===== src/rtl/drt_map.svh =====
/*
 * Constants for the refresh cycle timing block: timing word field layout,
 * reset value and clock counts.
 * Assumes inclusion by its bare name from the design file and the bench.
 */
`ifndef DRT_MAP_SVH
`define DRT_MAP_SVH

// Timing word layout
`define DRT_RSVD_HI 24
`define DRT_RSVD_LO 15
`define DRT_RFC_HI 14
`define DRT_RFC_LO 12
`define DRT_TIMING_RESET 32'h0000_0000

// Refresh cycle time decode: code 0 is the longest, never below the floor
`define DRT_RFC_BASE 4'he
`define DRT_RFC_FLOOR 4'h8

// Default row cycle time and read turnaround in clocks; burst length in beats, two per clock
`define DRT_RC_CLOCKS 4
`define DRT_BURST_LEN 4
`define DRT_RD_TURN 1

`endif


===== src/rtl/drt_pkg.sv =====
/*
 * Types of the refresh cycle timing block.
 * Assumes drt_map.svh holds the numeric constants.
 */
`default_nettype none
package drt_pkg;

    typedef enum logic [2:0] {
        DRT_CMD_NOP = 3'h0,
        DRT_CMD_ACT = 3'h1,
        DRT_CMD_RD  = 3'h2,
        DRT_CMD_WR  = 3'h3,
        DRT_CMD_PRE = 3'h4,
        DRT_CMD_REF = 3'h5
    } drt_cmd_e;

    typedef struct packed {
        drt_cmd_e cmd;
        logic [1:0] row;
    } drt_req_s;

endpackage

`default_nettype wire


===== src/rtl/drt_refresh_timing.sv =====
/*
 * Command timing gate of a DDR SDRAM controller: holds back activates after
 * refresh or activate of the same row, and spaces back-to-back reads.
 * Assumes the scheduler presents one command at a time and issues it only in
 * the cycle in which grant is high; clk is 250 MHz, rst synchronous.
 */
`timescale 1ns/1ps
`default_nettype none
`include "drt_map.svh"

module drt_refresh_timing #(
    parameter int ROWS = 4,
    parameter int CNT_W = 4,
    parameter logic [CNT_W-1:0] RC_CLOCKS = CNT_W'(`DRT_RC_CLOCKS),
    parameter int BURST_LEN = `DRT_BURST_LEN,
    parameter int RD_TURN = `DRT_RD_TURN
) (
    // Clock and reset
    input wire logic clk,
    input wire logic rst,
    // Timing configuration word and its readback
    input wire logic [31:0] timing_word,
    output logic [31:0] timing_rdback,
    output logic [3:0] refresh_cycle_time,
    // Command request from the scheduler
    input wire logic req_valid,
    input wire drt_pkg::drt_req_s req,
    output logic grant,
    // Per-row activate permission
    output logic [ROWS-1:0] act_ready
);

    localparam logic [CNT_W-1:0] RD_SPACE = CNT_W'(BURST_LEN / 2 + RD_TURN);

    // Clocks between refresh and activate for a field code
    function automatic logic [3:0] rfc_clocks(input logic [2:0] code);
        logic [3:0] raw;
        raw = 4'(`DRT_RFC_BASE - {1'b0, code});
        rfc_clocks = (raw < `DRT_RFC_FLOOR) ? `DRT_RFC_FLOOR : raw;
    endfunction

    function automatic logic [CNT_W-1:0] dec_sat(input logic [CNT_W-1:0] v);
        dec_sat = (v == '0) ? v : CNT_W'(v - 1'b1);
    endfunction

    logic [31:0] timing_reg;
    logic [31:0] timing_next;
    logic [3:0] rfc_reg;
    logic [3:0] rfc_next;
    logic [CNT_W-1:0] ref_tmr_reg [ROWS];
    logic [CNT_W-1:0] ref_tmr_next [ROWS];
    logic [CNT_W-1:0] rc_tmr_reg [ROWS];
    logic [CNT_W-1:0] rc_tmr_next [ROWS];
    logic [CNT_W-1:0] rd_tmr_reg;
    logic [CNT_W-1:0] rd_tmr_next;
    logic [1:0] last_rd_row_reg;
    logic [1:0] last_rd_row_next;
    logic allowed;

    // Configuration capture; reserved bits never reach any logic
    always_comb begin
        timing_next = timing_word;
        timing_next[`DRT_RSVD_HI:`DRT_RSVD_LO] = '0;
        rfc_next = rfc_clocks(timing_word[`DRT_RFC_HI:`DRT_RFC_LO]);
    end

    always_ff @(posedge clk) begin
        if (rst) begin
            timing_reg <= `DRT_TIMING_RESET;
            rfc_reg <= `DRT_RFC_BASE;
        end else begin
            timing_reg <= timing_next;
            rfc_reg <= rfc_next;
        end
    end

    assign timing_rdback = timing_reg;
    assign refresh_cycle_time = rfc_reg;

    // Permission for the presented command
    always_comb begin
        for (int r = 0; r < ROWS; r++) begin
            act_ready[r] = (ref_tmr_reg[r] == '0) && (rc_tmr_reg[r] == '0);
        end
        case (req.cmd)
            drt_pkg::DRT_CMD_ACT: allowed = act_ready[req.row];
            drt_pkg::DRT_CMD_RD: allowed = (rd_tmr_reg == '0);
            default: allowed = 1'b1;
        endcase
        grant = req_valid && allowed;
    end

    // Timers count down; a timer loaded with N-1 frees the command N clocks later
    always_comb begin
        rd_tmr_next = dec_sat(rd_tmr_reg);
        last_rd_row_next = last_rd_row_reg;
        for (int r = 0; r < ROWS; r++) begin
            ref_tmr_next[r] = dec_sat(ref_tmr_reg[r]);
            rc_tmr_next[r] = dec_sat(rc_tmr_reg[r]);
        end
        if (grant) begin
            case (req.cmd)
                drt_pkg::DRT_CMD_REF: begin
                    ref_tmr_next[req.row] = CNT_W'(rfc_reg - 4'h1);
                end
                drt_pkg::DRT_CMD_ACT: begin
                    rc_tmr_next[req.row] = CNT_W'(RC_CLOCKS - 1'b1);
                end
                drt_pkg::DRT_CMD_RD: begin
                    // A read to another row does not cut the burst short
                    rd_tmr_next = CNT_W'(RD_SPACE - 1'b1);
                    last_rd_row_next = req.row;
                end
                default: begin
                end
            endcase
        end
    end

    always_ff @(posedge clk) begin
        if (rst) begin
            rd_tmr_reg <= '0;
            last_rd_row_reg <= 2'h0;
            for (int r = 0; r < ROWS; r++) begin
                ref_tmr_reg[r] <= '0;
                rc_tmr_reg[r] <= '0;
            end
        end else begin
            rd_tmr_reg <= rd_tmr_next;
            last_rd_row_reg <= last_rd_row_next;
            for (int r = 0; r < ROWS; r++) begin
                ref_tmr_reg[r] <= ref_tmr_next[r];
                rc_tmr_reg[r] <= rc_tmr_next[r];
            end
        end
    end

    // Helper: clocks since the last read grant, saturating
    logic [3:0] since_rd_reg;
    logic [3:0] since_rd_next;

    always_comb begin
        since_rd_next = since_rd_reg;
        if (grant && req.cmd == drt_pkg::DRT_CMD_RD) begin
            since_rd_next = 4'h1;
        end else if (since_rd_reg != 4'hf) begin
            since_rd_next = since_rd_reg + 4'h1;
        end
    end

    always_ff @(posedge clk) begin
        if (rst) begin
            since_rd_reg <= 4'hf;
        end else begin
            since_rd_reg <= since_rd_next;
        end
    end

    chk_rsvd_zero: assert property (
        @(posedge clk) disable iff (rst)
        ##1 timing_rdback[24:15] == 10'h000)
        else $error("reserved timing bits read back non-zero");

    chk_rfc_low_codes: assert property (
        @(posedge clk) disable iff (rst)
        timing_word[14:12] == 3'h1 |=> refresh_cycle_time == 4'hd)
        else $error("code 001 does not give 13 clocks");

    chk_rfc_floor: assert property (
        @(posedge clk) disable iff (rst)
        timing_word[14] |=> refresh_cycle_time >= 4'h8 && refresh_cycle_time <= 4'ha)
        else $error("upper refresh codes out of range");

    chk_rfc_code_three: assert property (
        @(posedge clk) disable iff (rst)
        timing_word[14:12] == 3'h3 |=> refresh_cycle_time == 4'hb)
        else $error("code 011 does not give 11 clocks");

    chk_rd_spacing: assert property (
        @(posedge clk) disable iff (rst)
        grant && req.cmd == drt_pkg::DRT_CMD_RD |-> since_rd_reg >= 4'(RD_SPACE))
        else $error("reads closer than burst spacing");

    chk_rd_block: assert property (
        @(posedge clk) disable iff (rst)
        grant && req.cmd == drt_pkg::DRT_CMD_RD |=> !grant || req.cmd != drt_pkg::DRT_CMD_RD)
        else $error("back-to-back read granted");

    // A read to another row still waits out the whole burst
    chk_rd_other_row: assert property (
        @(posedge clk) disable iff (rst)
        grant && req.cmd == drt_pkg::DRT_CMD_RD && req.row != last_rd_row_reg
        |-> since_rd_reg >= 4'(`DRT_BURST_LEN / 2 + `DRT_RD_TURN))
        else $error("read to another row cut the burst short");

    for (genvar g = 0; g < ROWS; g++) begin : g_chk
        chk_ref_load: assert property (
            @(posedge clk) disable iff (rst)
            grant && req.cmd == drt_pkg::DRT_CMD_REF && req.row == g
            |=> ref_tmr_reg[g] == CNT_W'($past(rfc_reg) - 4'h1))
            else $error("refresh timer not loaded with cycle time");

        chk_ref_hold: assert property (
            @(posedge clk) disable iff (rst)
            grant && req.cmd == drt_pkg::DRT_CMD_REF && req.row == g && rfc_reg == 4'he
            |=> !act_ready[g] [*8])
            else $error("activate allowed too soon after refresh");

        chk_timers_apart: assert property (
            @(posedge clk) disable iff (rst)
            grant && req.cmd == drt_pkg::DRT_CMD_ACT && req.row == g
            |-> ref_tmr_reg[g] == '0 && rc_tmr_reg[g] == '0)
            else $error("activate granted with a timer running");

        chk_rc_load: assert property (
            @(posedge clk) disable iff (rst)
            grant && req.cmd == drt_pkg::DRT_CMD_ACT && req.row == g
            |=> rc_tmr_reg[g] == CNT_W'(`DRT_RC_CLOCKS - 1))
            else $error("row cycle timer not loaded on activate");

        chk_ref_keeps_rc: assert property (
            @(posedge clk) disable iff (rst)
            grant && req.cmd == drt_pkg::DRT_CMD_REF && req.row == g && rc_tmr_reg[g] == '0
            |=> rc_tmr_reg[g] == '0)
            else $error("refresh started the row cycle timer");

        chk_act_keeps_ref: assert property (
            @(posedge clk) disable iff (rst)
            grant && req.cmd == drt_pkg::DRT_CMD_ACT && req.row == g
            |=> ref_tmr_reg[g] == '0)
            else $error("activate started the refresh timer");
    end

endmodule // drt_refresh_timing

`default_nettype wire


===== config.mk =====
export PLATFORM = sky130hd
export DESIGN_NAME = drt_refresh_timing
export DESIGN_NICKNAME = d
export VERILOG_FILES = /design/src/rtl/drt_pkg.sv /design/src/rtl/drt_refresh_timing.sv
export VERILOG_INCLUDE_DIRS = /design/src /design/src/rtl
export SDC_FILE = /design/constraint.sdc
export NUM_CORES = 1
export LEC_CHECK = 0
export BUFFER_PORTS_ARGS = -buffer_cell sky130_fd_sc_hd__buf_2
export CORE_MARGIN = 2
export CORE_UTILIZATION = 47
export DETAILED_ROUTE_END_ITERATION = 7
export PLACE_DENSITY = 0.76
export SYNTH_ARGS = -nofsm -noshare
export SYNTH_HDL_FRONTEND = slang
export SYNTH_SLANG_ARGS = --single-unit

===== constraint.sdc =====
create_clock -name clk -period 1.7 [get_ports clk]
set_clock_uncertainty 0.2 [all_clocks]
set_input_delay 0.17 -clock clk [delete_from_list [all_inputs] [get_ports clk]]
set_output_delay 0.17 -clock clk [all_outputs]
set_load 0.05 [all_outputs]

==> metrics.md <==
| Metric | Value |
|---|---|
| Total GRT Usage | `22.5%` |
| Status | `finished, violations left` |
| Tmin final | `2.24 ns` |
| Reg2reg end | `rc_tmr_reg[2][1]$_SDFF_PP0_` |
| Max-Cap Viols | `0` |
| Nets | `520` |
| Max Root-Sink Buffers | `2` |
| Largest cells by area after synthesis | `dfxtp_1 43%, a21oi_1 5.2%, ha_1 5.2%, nor2b_1 5.2%, inv_1 3.1%` |
| Grt ovf | `0` |
| Worst EP arrival | `1.87 ns` |
| Initial DRC count | `70` |
| Ys async rst share | `0%` |
| EDFF count, synth | `0` |
| Mapped Area | `2870 µm²` |
| Worst R2R Start | `rc_tmr_reg[2][1]$_SDFF_PP0_` |
| Crit. End Element | `output pin` |
| Hold_sp | `req[0]` |
| CTS tree | `yes` |
| Hold Crit Endpoint | `rc_tmr_reg[3][0]$_SDFF_PP0_` |
| Max reg flops | `22` |
| Crit Path Category | `flip-flop to output pin` |
| Register area | `1260 µm²` |
| Area Overhead vs Synth | `54.2%` |
| Hold Fails Final Rpt | `0` |
| Die Y-Extent | `82.1 µm` |
| CTS root buffer | `clkbuf_8` |
| Footprint of the multi-input gates | `1610 µm²` |
| Initial DRT Pass Iterations | `4` |
| Hold Crit Class | `primary input to flip-flop` |
| IO buf count | `60` |
| Antenna violation net count after detailed routing | `0` |
| IO Count | `81` |
| Clock latency on the worst-skew pair | `0.35 ns` |
| Place WS | `-0.330 ns` |
| Core area | `5920 µm²` |
| Synthesis-stage register bit count | `62` |
| First-pass GRT wire length | `11500 µm` |
| # diodes | `0` |
| Dpl hpwl | `4400 µm` |
| Seq/Total Area, Yosys | `43.3%` |
| FMAX | `447 MHz` |
| Distinct cell type count after synthesis | `43` |
| Via density | `4.86` |
| Clk slew on worst S/H paths | `0.07 ns` |
| R2R Setup Slk | `-0.26 ns` |
| Unrepaired setup endpoints after global routing | `true` |
| Htree depth | `3` |
| Total Wirelength | `7050 µm` |
| Pins over their slew limit | `0` |
| # clock sinks | `62` |
| P_leak | `1.97 nW` |
| Total negative slack | `-2.26 ns` |
| Startpoint types | `flip-flop` |
| Setup-failing EPs final | `9` |
| # fillers | `392` |
| Fin crit share | `132%` |
| Post-synthesis average cell area | `9.25 µm²` |
| Post-synth top area cell | `dfxtp_1` |
| Peak supply drop | `1.45 mV` |
| Worst EP required | `1.33 ns` |
| Critical path peak fanout | `2` |
| Yosys warning count | `0` |
| Final hold slack | `0.0451 ns` |
| Initial Utilization | `48.4%` |
| Layout cell share with drive strength beyond 1 | `44.6%` |
| PwrDens | `1810 nW/µm²` |
| Vias in the first global route | `2576` |
| Failing checks | `setup timing` |
| Initial antenna violation count | `0` |
| Via count | `2664` |
| Placer Congestion | `0.766` |
| DIE AREA | `6740 µm²` |
| TritonCTS Buffers | `9` |
| Rows | `28` |
| Per-cell routed wire length | `12.9 µm` |
| Setup WS post-layout | `-0.537 ns` |
| Syn Inst Count | `310` |
| Largest net degree at the start of global routing | `17` |
| DR DRC count | `0` |
| Worst Reg-to-Reg Cells | `9` |
| Prevailing post-synth register cell | `dfxtp_1` |
| Die X-Extent | `82.1 µm` |
| Hold Crit Depth | `3` |
| Yosys top cell area share | `43.3%` |
==> repair_timing <==
action,CTS,global route
endpoints found under the hold margin,25,0
resized for setup,48,19
gates cloned,0,0
hold buffers,29,0
buffers inserted,5,7
endpoints found under the setup margin,12,16
pin swaps,11,8
==> metrics by stage <==
stage | total power, W | instances | utilization, % | area, µm²
6_report | 0.00802 | 548 | 74.7 | 4420
5_1_grt | 0.00859 | 548 | 74.7 | 4420
4_1_cts | 0.00764 | 541 | 72.7 | 4300
3_5_place_dp | 0.00584 | 491 | 61.7 | 3650
3_3_place_gp | 0.00571 | 491 | 61.7 | 3650
2_1_floorplan | 0.00458 | 319 | - | 2960
==> synthesized netlist by cell type (2+ instances only) <==
cell,number
a211oi_1,6
a211oi_2,2
a21oi_1,30
and2_1,3
buf_2,4
buf_4,10
clkbuf_1,5
conb_1,2
dfxtp_1,62
ha_1,12
inv_1,24
mux2i_1,7
nand2_1,14
nand2b_1,4
nand3_1,3
nand3b_1,4
nand4b_1,2
nor2_1,19
nor2_2,2
nor2b_1,24
nor3_1,10
nor3b_1,6
nor3b_2,4
nor3b_4,2
o21ai_1,2
o31ai_1,9
or2_2,2
or3_1,10
or3b_1,3
xnor2_1,10
==> worst max-delay path by stage <==
stage / start / slack, ns / endpoint / depth (start not counted)
3_3_place_gp: rc_tmr_reg[0][0]$_SDFF_PP0_ / -0.27 / grant / 7
4_1_cts: rc_tmr_reg[2][1]$_SDFF_PP0_ / -0.56 / grant / 7
2_1_floorplan: ref_tmr_reg[3][1]$_SDFF_PP0_ / -0.57 / grant / 6
3_5_place_dp: rc_tmr_reg[0][0]$_SDFF_PP0_ / -0.33 / grant / 7
6_report: rc_tmr_reg[2][1]$_SDFF_PP0_ / -0.54 / grant / 7
5_1_grt: rc_tmr_reg[2][1]$_SDFF_PP0_ / -0.59 / grant / 7
==> worst max-delay path, cell delays in order (launching register included) <==
cell and delay [ns]:
dfxtp_2 0.33, inv_2 0.06, ha_4 0.12, or3b_4 0.39, nor3_2 0.18, a211oi_2 0.07
a211oi_4 0.18, buf_6 0.19
==> placed cells by master (no fill, tap or decap), types with 5 or more instances in the layout <==
master,n
nor3b_4,6
nor3_1,10
nand2_1,14
a21oi_1,28
clkbuf_8,9
or3_1,10
dlygate4sd3_1,29
buf_2,54
ha_4,7
conb_1,11
mux2i_1,6
dfxtp_2,14
nor2_1,19
buf_6,9
nor2b_1,23
xnor2_1,9
dfxtp_1,48
o31ai_1,9
inv_2,14
nor3b_1,5
ha_1,5
buf_4,63
inv_1,10
==> logic make-up after synthesis <==
| logic type | Yosys count | share of synthesized area (%) |
|---|---|---|
| and+or+nand+nor | 119 | 26.6 |
| DFF | 62 | 43.3 |
| AOI/OAI and AO/OA | 53 | 11.3 |
| buffers and inverters | 45 | 7.77 |
| adders and majority gates | 12 | 5.24 |
| xor gates and xnor gates | 10 | 3.05 |
| muxes | 7 | 2.44 |
| other | 2 | 0.262 |
==> power breakdown <==
group / total, W / switching [W] / internal (W)
clock: 0.00115 / 0.000620 / 0.000529
combinational: 0.00480 / 0.00220 / 0.00260
sequential: 0.00207 / 0.000232 / 0.00184
==> cell type report <==
type | count | share of cell area [%]
Clock buffer | 9 | 2.80
Clock inverter | 7 | 1.13
Inverter | 24 | 2.04
Multi-Input combinational cell | 212 | 36.4
Sequential cell | 62 | 28.5
Tap cell | 75 | 2.12
Timing Repair Buffer | 159 | 27.0
==> routing by layer <==
layer	track usage [%]	vias to the layer above	share of wire, %
li1	-	1348	-
met1	25.1	1250	42
met2	40.5	60	51
met3	8.26	6	5.7
met4	5.83	0	0.61
met5	0	-	0
Note: power is estimated with default switching activity, not from simulation.
